**src/verilog/eirq_map.vh**
```
// register offsets, field positions and reset values of the external interrupt block
`ifndef EIRQ_MAP_VH
`define EIRQ_MAP_VH
`define EIRQ_ADDR_W            8
`define EIRQ_OFF_PIN_CONFIG    8'hE4
`define EIRQ_OFF_CTRL          8'hE8
`define EIRQ_OFF_STATUS        8'hEC
`define EIRQ_RST_PIN_CONFIG    8'h01
`define EIRQ_RST_CTRL          7'h00
`define EIRQ_CFG_ONE_POL       7
`define EIRQ_CFG_ONE_SEL_HI    6
`define EIRQ_CFG_ONE_SEL_LO    4
`define EIRQ_CFG_ZERO_POL      3
`define EIRQ_CFG_ZERO_SEL_HI   2
`define EIRQ_CFG_ZERO_SEL_LO   0
`define EIRQ_CTL_ZERO_EDGE     0
`define EIRQ_CTL_ONE_EDGE      1
`define EIRQ_CTL_ZERO_EN       2
`define EIRQ_CTL_ONE_EN        3
`define EIRQ_CTL_GLOBAL_EN     4
`define EIRQ_CTL_ZERO_PRIO     5
`define EIRQ_CTL_ONE_PRIO      6
`define EIRQ_ST_ZERO_PEND      1
`define EIRQ_ST_ONE_PEND       3
`define EIRQ_ST_ZERO_PIN       4
`define EIRQ_ST_ONE_PIN        5
`endif

```
**src/verilog/eirq_top.v**
```verilog
// external interrupt inputs: pin select, polarity, edge/level sense, pending flags
`timescale 1ns/1ps
`include "eirq_map.vh"
module eirq_top #(
    parameter PINS = 8
) (
    input  wire            clk_i,          // system clock, 200 MHz
    input  wire            srst_i,         // synchronous reset, active high
    input  wire [7:0]      wb_adr_i,       // wishbone byte address
    input  wire [31:0]     wb_dat_i,       // wishbone write data
    output wire [31:0]     wb_dat_o,       // wishbone read data
    input  wire            wb_we_i,        // wishbone write enable
    input  wire [3:0]      wb_sel_i,       // wishbone byte selects
    input  wire            wb_stb_i,       // wishbone strobe
    input  wire            wb_cyc_i,       // wishbone cycle
    output wire            wb_ack_o,       // wishbone acknowledge
    input  wire [PINS-1:0] port_zero_i,    // port 0 pin levels
    input  wire [PINS-1:0] port_zero_skip_reg_i, // crossbar skip bits
    input  wire [PINS-1:0] xbar_req_i,     // crossbar wants the pin for a peripheral
    output wire [PINS-1:0] xbar_grant_o,   // crossbar may hand the pin out
    input  wire            vector_zero_i,  // CPU vectors to interrupt zero routine
    input  wire            vector_one_i,   // CPU vectors to interrupt one routine
    output wire            irq_zero_req_o, // request to CPU, interrupt zero
    output wire            irq_one_req_o,  // request to CPU, interrupt one
    output wire            irq_zero_priority_o, // priority of interrupt zero
    output wire            irq_one_priority_o   // priority of interrupt one
);
    localparam ST_IDLE = 2'b01;
    localparam ST_ACK  = 2'b10;

    reg  [7:0]      ext_int_pin_config_q;
    reg  [6:0]      ctrl_q;
    reg             irq_zero_pending_q;
    reg             irq_one_pending_q;
    reg             zero_act_q;
    reg             one_act_q;
    reg  [1:0]      bus_st_q;
    reg  [1:0]      bus_st_d;
    reg  [31:0]     rdata_q;
    reg  [31:0]     rdata_d;
    wire [PINS-1:0] pin_sync;
    wire [2:0]      irq_zero_pin_sel;
    wire [2:0]      irq_one_pin_sel;
    wire            irq_zero_polarity;
    wire            irq_one_polarity;
    wire            irq_zero_edge_sel;
    wire            irq_one_edge_sel;
    wire            zero_pin;
    wire            one_pin;
    wire            zero_act;
    wire            one_act;
    wire            zero_rise;
    wire            one_rise;
    wire            zero_flag;
    wire            one_flag;
    wire            req;
    wire            wr_hit;

    eirq_sync #(
        .W (PINS)
    ) u_sync (
        .clk_i   (clk_i),
        .srst_i  (srst_i),
        .async_i (port_zero_i),
        .sync_o  (pin_sync)
    );

    assign xbar_grant_o = xbar_req_i & ~port_zero_skip_reg_i;

    assign irq_zero_pin_sel  = ext_int_pin_config_q[`EIRQ_CFG_ZERO_SEL_HI:`EIRQ_CFG_ZERO_SEL_LO];
    assign irq_one_pin_sel   = ext_int_pin_config_q[`EIRQ_CFG_ONE_SEL_HI:`EIRQ_CFG_ONE_SEL_LO];
    assign irq_zero_polarity = ext_int_pin_config_q[`EIRQ_CFG_ZERO_POL];
    assign irq_one_polarity  = ext_int_pin_config_q[`EIRQ_CFG_ONE_POL];
    assign irq_zero_edge_sel = ctrl_q[`EIRQ_CTL_ZERO_EDGE];
    assign irq_one_edge_sel  = ctrl_q[`EIRQ_CTL_ONE_EDGE];

    // observe only, no drive; codes above PINS-1 read a high pin, inactive only when polarity is low
    assign zero_pin = ({29'h0, irq_zero_pin_sel} < PINS) ? pin_sync[irq_zero_pin_sel] : 1'b1;
    assign one_pin  = ({29'h0, irq_one_pin_sel} < PINS) ? pin_sync[irq_one_pin_sel] : 1'b1;

    assign zero_act = ~(zero_pin ^ irq_zero_polarity);
    assign one_act  = ~(one_pin ^ irq_one_polarity);

    assign zero_rise = zero_act & ~zero_act_q;
    assign one_rise  = one_act & ~one_act_q;

    // previous active level; polarity change may itself look like an edge
    always @(posedge clk_i) begin
        if (srst_i) begin
            zero_act_q <= 1'b0;
            one_act_q  <= 1'b0;
        end else begin
            zero_act_q <= zero_act;
            one_act_q  <= one_act;
        end
    end

    // edge latch, set beats vector clear
    always @(posedge clk_i) begin
        if (srst_i) begin
            irq_zero_pending_q <= 1'b0;
            irq_one_pending_q  <= 1'b0;
        end else begin
            if (irq_zero_edge_sel && zero_rise) begin
                irq_zero_pending_q <= 1'b1;
            end else if (vector_zero_i || !irq_zero_edge_sel) begin
                irq_zero_pending_q <= 1'b0;
            end
            if (irq_one_edge_sel && one_rise) begin
                irq_one_pending_q <= 1'b1;
            end else if (vector_one_i || !irq_one_edge_sel) begin
                irq_one_pending_q <= 1'b0;
            end
        end
    end

    assign zero_flag = irq_zero_edge_sel ? irq_zero_pending_q : zero_act;
    assign one_flag  = irq_one_edge_sel ? irq_one_pending_q : one_act;

    assign irq_zero_req_o = zero_flag & ctrl_q[`EIRQ_CTL_ZERO_EN] & ctrl_q[`EIRQ_CTL_GLOBAL_EN];
    assign irq_one_req_o  = one_flag & ctrl_q[`EIRQ_CTL_ONE_EN] & ctrl_q[`EIRQ_CTL_GLOBAL_EN];
    assign irq_zero_priority_o = ctrl_q[`EIRQ_CTL_ZERO_PRIO];
    assign irq_one_priority_o  = ctrl_q[`EIRQ_CTL_ONE_PRIO];

    // bus slave: ack one cycle after request, dropped the next cycle
    assign req    = wb_cyc_i & wb_stb_i;
    assign wr_hit = (bus_st_q == ST_IDLE) & req & wb_we_i & wb_sel_i[0];

    always @* begin
        case (bus_st_q)
            ST_IDLE: bus_st_d = req ? ST_ACK : ST_IDLE;
            ST_ACK:  bus_st_d = ST_IDLE;
            default: bus_st_d = ST_IDLE;
        endcase
    end

    always @* begin
        rdata_d = 32'h0000_0000;
        case (wb_adr_i)
            `EIRQ_OFF_PIN_CONFIG: rdata_d[7:0] = ext_int_pin_config_q;
            `EIRQ_OFF_CTRL:       rdata_d[6:0] = ctrl_q;
            `EIRQ_OFF_STATUS: begin
                rdata_d[`EIRQ_ST_ZERO_PEND] = zero_flag;
                rdata_d[`EIRQ_ST_ONE_PEND]  = one_flag;
                rdata_d[`EIRQ_ST_ZERO_PIN]  = zero_pin;
                rdata_d[`EIRQ_ST_ONE_PIN]   = one_pin;
            end
            default: rdata_d = 32'h0000_0000;
        endcase
    end

    always @(posedge clk_i) begin
        if (srst_i) begin
            bus_st_q <= ST_IDLE;
            rdata_q  <= 32'h0000_0000;
        end else begin
            bus_st_q <= bus_st_d;
            rdata_q  <= rdata_d;
        end
    end

    always @(posedge clk_i) begin
        if (srst_i) begin
            ext_int_pin_config_q <= `EIRQ_RST_PIN_CONFIG;
            ctrl_q               <= `EIRQ_RST_CTRL;
        end else if (wr_hit) begin
            if (wb_adr_i == `EIRQ_OFF_PIN_CONFIG) begin
                ext_int_pin_config_q <= wb_dat_i[7:0];
            end
            if (wb_adr_i == `EIRQ_OFF_CTRL) begin
                ctrl_q <= wb_dat_i[6:0];
            end
        end
    end

    assign wb_ack_o = (bus_st_q == ST_ACK);
    assign wb_dat_o = rdata_q;
endmodule // eirq_top

```
**src/verilog/eirq_sync.v**
```verilog
// three-stage pin synchroniser with agreement filter
`timescale 1ns/1ps
module eirq_sync #(
    parameter W = 8
) (
    input  wire         clk_i,   // system clock
    input  wire         srst_i,  // synchronous reset
    input  wire [W-1:0] async_i, // raw pins
    output wire [W-1:0] sync_o   // filtered, clock-domain level
);
    reg [W-1:0] s1_q;
    reg [W-1:0] s2_q;
    reg [W-1:0] s3_q;
    reg [W-1:0] val_q;
    genvar g;
    // port latches reset high, so start all stages high
    always @(posedge clk_i) begin
        if (srst_i) begin
            s1_q <= {W{1'b1}};
            s2_q <= {W{1'b1}};
            s3_q <= {W{1'b1}};
        end else begin
            s1_q <= async_i;
            s2_q <= s1_q;
            s3_q <= s2_q;
        end
    end
    generate
        for (g = 0; g < W; g = g + 1) begin : g_bit
            // change counts once stages two and three agree
            always @(posedge clk_i) begin
                if (srst_i) begin
                    val_q[g] <= 1'b1;
                end else if (s2_q[g] == s3_q[g]) begin
                    val_q[g] <= s3_q[g];
                end
            end
        end
    endgenerate
    assign sync_o = val_q;
endmodule // eirq_sync

```
**config.mk**
```make
export PLATFORM = sky130hd
export DESIGN_NAME = eirq_top
export DESIGN_NICKNAME = d
export VERILOG_FILES = /design/src/verilog/eirq_top.v /design/src/verilog/eirq_sync.v
export VERILOG_INCLUDE_DIRS = /design/src /design/src/verilog
export SDC_FILE = /design/constraint.sdc
export NUM_CORES = 1
export LEC_CHECK = 0
export ABC_AREA = 0
export BUFFER_PORTS_ARGS = -buffer_cell sky130_fd_sc_hd__buf_2
export CORE_ASPECT_RATIO = 0.5
export CORE_MARGIN = 2
export CORE_UTILIZATION = 45
export CTS_CLUSTER_SIZE = 24
export DETAILED_ROUTE_END_ITERATION = 10
export PLACE_DENSITY = 0.88
export SLEW_MARGIN = 20
export SYNTH_ARGS = -nofsm -noshare
export SYNTH_HDL_FRONTEND = slang
export SYNTH_SLANG_ARGS = --single-unit
```
**constraint.sdc**
```tcl
create_clock -name clk_i -period 2.35 [get_ports clk_i]
set_input_delay 0.47 -clock clk_i [delete_from_list [all_inputs] [get_ports clk_i]]
set_output_delay 0.47 -clock clk_i [all_outputs]
set_load 0.01 [all_outputs]
```
==> flow_metrics.env <==
export IMPL_initialDrtViolationCount=89
export IMPL_power_density_cell_area_mw_per_mm2=646
export IMPL_clk_pin_slew_ps=70
export IMPL_placeableCoreArea_sq_mm=0.00504
export IMPL_antenna_cells=0
export IMPL_cell_breakdown_of_the_critical_path="mux4_2 > mux2i_4 > xor2_2 > nor2_2 > nor3_2 > buf_2"
export IMPL_holdBufCountCts=0
export IMPL_place_gp_congestion=0.851
export IMPL_synthTopCellsByArea="sky130_fd_sc_hd__dfxtp_1 (51%), sky130_fd_sc_hd__buf_4 (7.5%), sky130_fd_sc_hd__mux2i_1 (6.6%)"
export IMPL_critical_path_startpoint_type="flop"
export IMPL_clock_tree_sinks=61
export IMPL_detail_route_vias_per_cell=4.73
export IMPL_violations="negative setup slack"
export IMPL_tritoncts="yes"
export IMPL_grt_util_all_layers_pct=16.4
export IMPL_cts_buffers=9
export IMPL_power_ir_vdd_worst_mv=0.318
export IMPL_synth_top_area_cell="sky130_fd_sc_hd__dfxtp_1"
export IMPL_synth_ff_latch_count=61
export IMPL_finalSetupViolCount=2
export IMPL_report_final_hold_viol_count=0
export IMPL_p_leak_nw=1.39
export IMPL_finish_net_count=400
export IMPL_drive_above_1_share_pct=43.0
export IMPL_remaining_drc_errors=0
export IMPL_async_reset_ff_share_pct=0
export IMPL_area_growth_synth_to_final_pct=27.0
export IMPL_setup_slack_ps=-177
export IMPL_vias=1890
export IMPL_cp_arrival_ps=2060
export IMPL_max_cap_violations=0
export IMPL_design_area_sq_mm=0.00306
export IMPL_worstSetupStartpoint="ext_int_pin_config_q[4]"
export IMPL_post_dp_cell_area_sq_mm=0.00279
export IMPL_maxSlewViolCount=0
export IMPL_synth_top_cell_area_share_pct=50.6
export IMPL_fp_dieArea_sq_mm=0.00600
export IMPL_crit_slowest_cell="sky130_fd_sc_hd__mux4_2"
export IMPL_worst_r2r_setup_slack_ps=400
export IMPL_synth_area_sq_mm=0.00241
export IMPL_worst_setup_path_type="flop to output pin"
export IMPL_route_antenna_remaining_nets=0
export IMPL_grt_start_max_net_pins=53
export IMPL_place_port_buffers=68
export IMPL_post_syn_area_per_cell_sq_um=10.0
export IMPL_detail_route_wl_per_cell_um=12.7
export IMPL_unrepaired_setup_endpoints_after_global_routing="true"
export IMPL_reg2reg_from="ext_int_pin_config_q[4]"
export IMPL_synth_sequential_area_ratio_pct=50.6
export IMPL_placement_setup_worst_slack_ps=25.7
export IMPL_outcome="finished with violations"
export IMPL_synth_lib_cells_used_distinct=30
export IMPL_max_clock_freq_ghz=0.396
export IMPL_worstPathMaxFanout=2
export IMPL_layout_worst_path_cycle_share_pct=108
export IMPL_insertion_delay_ps=340
export IMPL_dp_hpwl_um=3340
export IMPL_die_y_um=55.8
export IMPL_clockBufferDepth=2
export IMPL_io_pin_count=120
export IMPL_detail_route_wirelength_um=5070
export IMPL_min_from="port_zero_i[5]"
export IMPL_first_global_vias=1718
export IMPL_synth_edff_count=0
export IMPL_first_pass_grt_wire_length_um=7460
export IMPL_grt_overflow=0
export IMPL_std_cell_rows=18
export IMPL_filler_cell_count=419
export IMPL_root_buffer="sky130_fd_sc_hd__clkbuf_8"
export IMPL_critPathMaxStageDelay_ps=530
export IMPL_yosys_warnings=0
export IMPL_clock_tree_htree_level_count=3
export IMPL_finalCriticalPeriod_ps=2530
export IMPL_timing_critical_path_to_type="output pin"
export IMPL_worstPathRequired_ps=1880
export IMPL_number_of_antenna_violations_at_the_first_check_in_global_routing=0
export IMPL_starting_density_of_the_core_pct=47.8
export IMPL_fin_skew_ps=10.2
export IMPL_synthesis_instances=240
export IMPL_worstHoldPathType="primary input to flop"
export IMPL_yosys_most_used_dff="sky130_fd_sc_hd__dfxtp_1"
export IMPL_die_width_um=108
export IMPL_drt_pass1_iterations=4
[per-stage QoR]
stage	TNS, ps	hold slack, ps	util [%]	power, mW	cells
floorplan	0	389	-	1.17	263
finish	-300	311	60.7	1.98	400
CTS	-438	293	59.6	1.99	398
global placement	0	391	55.4	1.20	379
global route	-449	297	60.7	2.05	400
detailed placement	0	393	55.4	1.20	379
[synth_stat cells (all sizes together) (4+ instances only)]
library cell  count
mux2i            16
mux4              4
or2              25
nor2b            18
clkbuf            6
inv               4
a22oi             5
a21oi            14
dfxtp            61
o21bai            8
nor2             29
buf              26
nand2             5
[cell usage in the layout, fill, tap and decap left out, drive strengths merged, types with 5 or more instances in the layout]
| cell | n |
|---|---|
| buf | 83 |
| dfxtp | 61 |
| nor2 | 29 |
| or2 | 25 |
| conb | 24 |
| nor2b | 18 |
| mux2i | 16 |
| a21oi | 14 |
| clkbuf | 12 |
| o21bai | 8 |
| nand2 | 5 |
| a22oi | 5 |
[cell type report]
cell class | instances | area, sq um | share of cell area (%)
Sequential cell | 61 | 1230 | 40.1
Multi-Input combinational cell | 166 | 1100 | 35.8
Timing Repair Buffer | 83 | 465 | 15.2
Clock buffer | 12 | 145 | 4.74
Tap cell | 70 | 87.6 | 2.86
Clock inverter | 4 | 23.8 | 0.776
Inverter | 4 | 15.0 | 0.490
[routing by layer]
metal / routed length (um) / vias to the layer above / track usage, %
li1: - / 921 / -
met1: 1970 / 857 / 18.0
met2: 2510 / 98 / 27.4
met3: 465 / 14 / 5.27
met4: 119 / 0 / 10.4
met5: 0 / - / 0
[flip-flops by register name, summed over array words and instances (netlist names)]
register	count
ext_int_pin_config_q	8
u_sync.s1_q	8
u_sync.s2_q	8
u_sync.s3_q	8
u_sync.sync_o	8
wb_dat_o	8
ctrl_q	7
bus_st_q	2
irq_one_pending_q	1
irq_zero_pending_q	1
one_act_q	1
zero_act_q	1
[cells by family (layout without fill, tap and decap cells)]
group / count (synthesis) / count (layout) / synth area share, %
simple gates: 88 / 88 / 19.9
flops: 61 / 61 / 50.6
buf+inv: 36 / 103 / 9.70
compound gates: 32 / 32 / 8.46
mux: 20 / 20 / 10.4
xor+xnor: 2 / 2 / 0.727
other cells: 1 / 24 / 0.156
[timing repair]
action,in CTS,in global routing
gates cloned,0,0
setup endpoints to repair,2,2
pin swaps,4,4
gates resized for setup,7,8
buffers inserted,3,2
[where the power goes]
part | switching [mW] | leakage (nW) | total, mW | internal [mW]
sequential | 0.00725 | 0.497 | 1.06 | 1.05
clock | 0.388 | 0.0901 | 0.795 | 0.408
combinational | 0.0641 | 0.800 | 0.122 | 0.0577
total | 0.459 | 1.39 | 1.98 | 1.52
[critical path, delay by kind of cell (launching register included)]
kind / cells / cell delay [ps]
buffers and inverters: 1 / 160
multiplexers: 2 / 740
XOR/XNOR: 1 / 200
flip-flops: 1 / 340
AND/OR/NAND/NOR: 2 / 270
[path summary, 6_finish.rpt]
check,endpoint,cells after the start
min reg2reg,u_sync.s2_q[3],1
min,u_sync.s1_q[5],2
max reg2reg,irq_one_pending_q,8
max,irq_one_req_o,6
(Power assumes the default switching activity.)
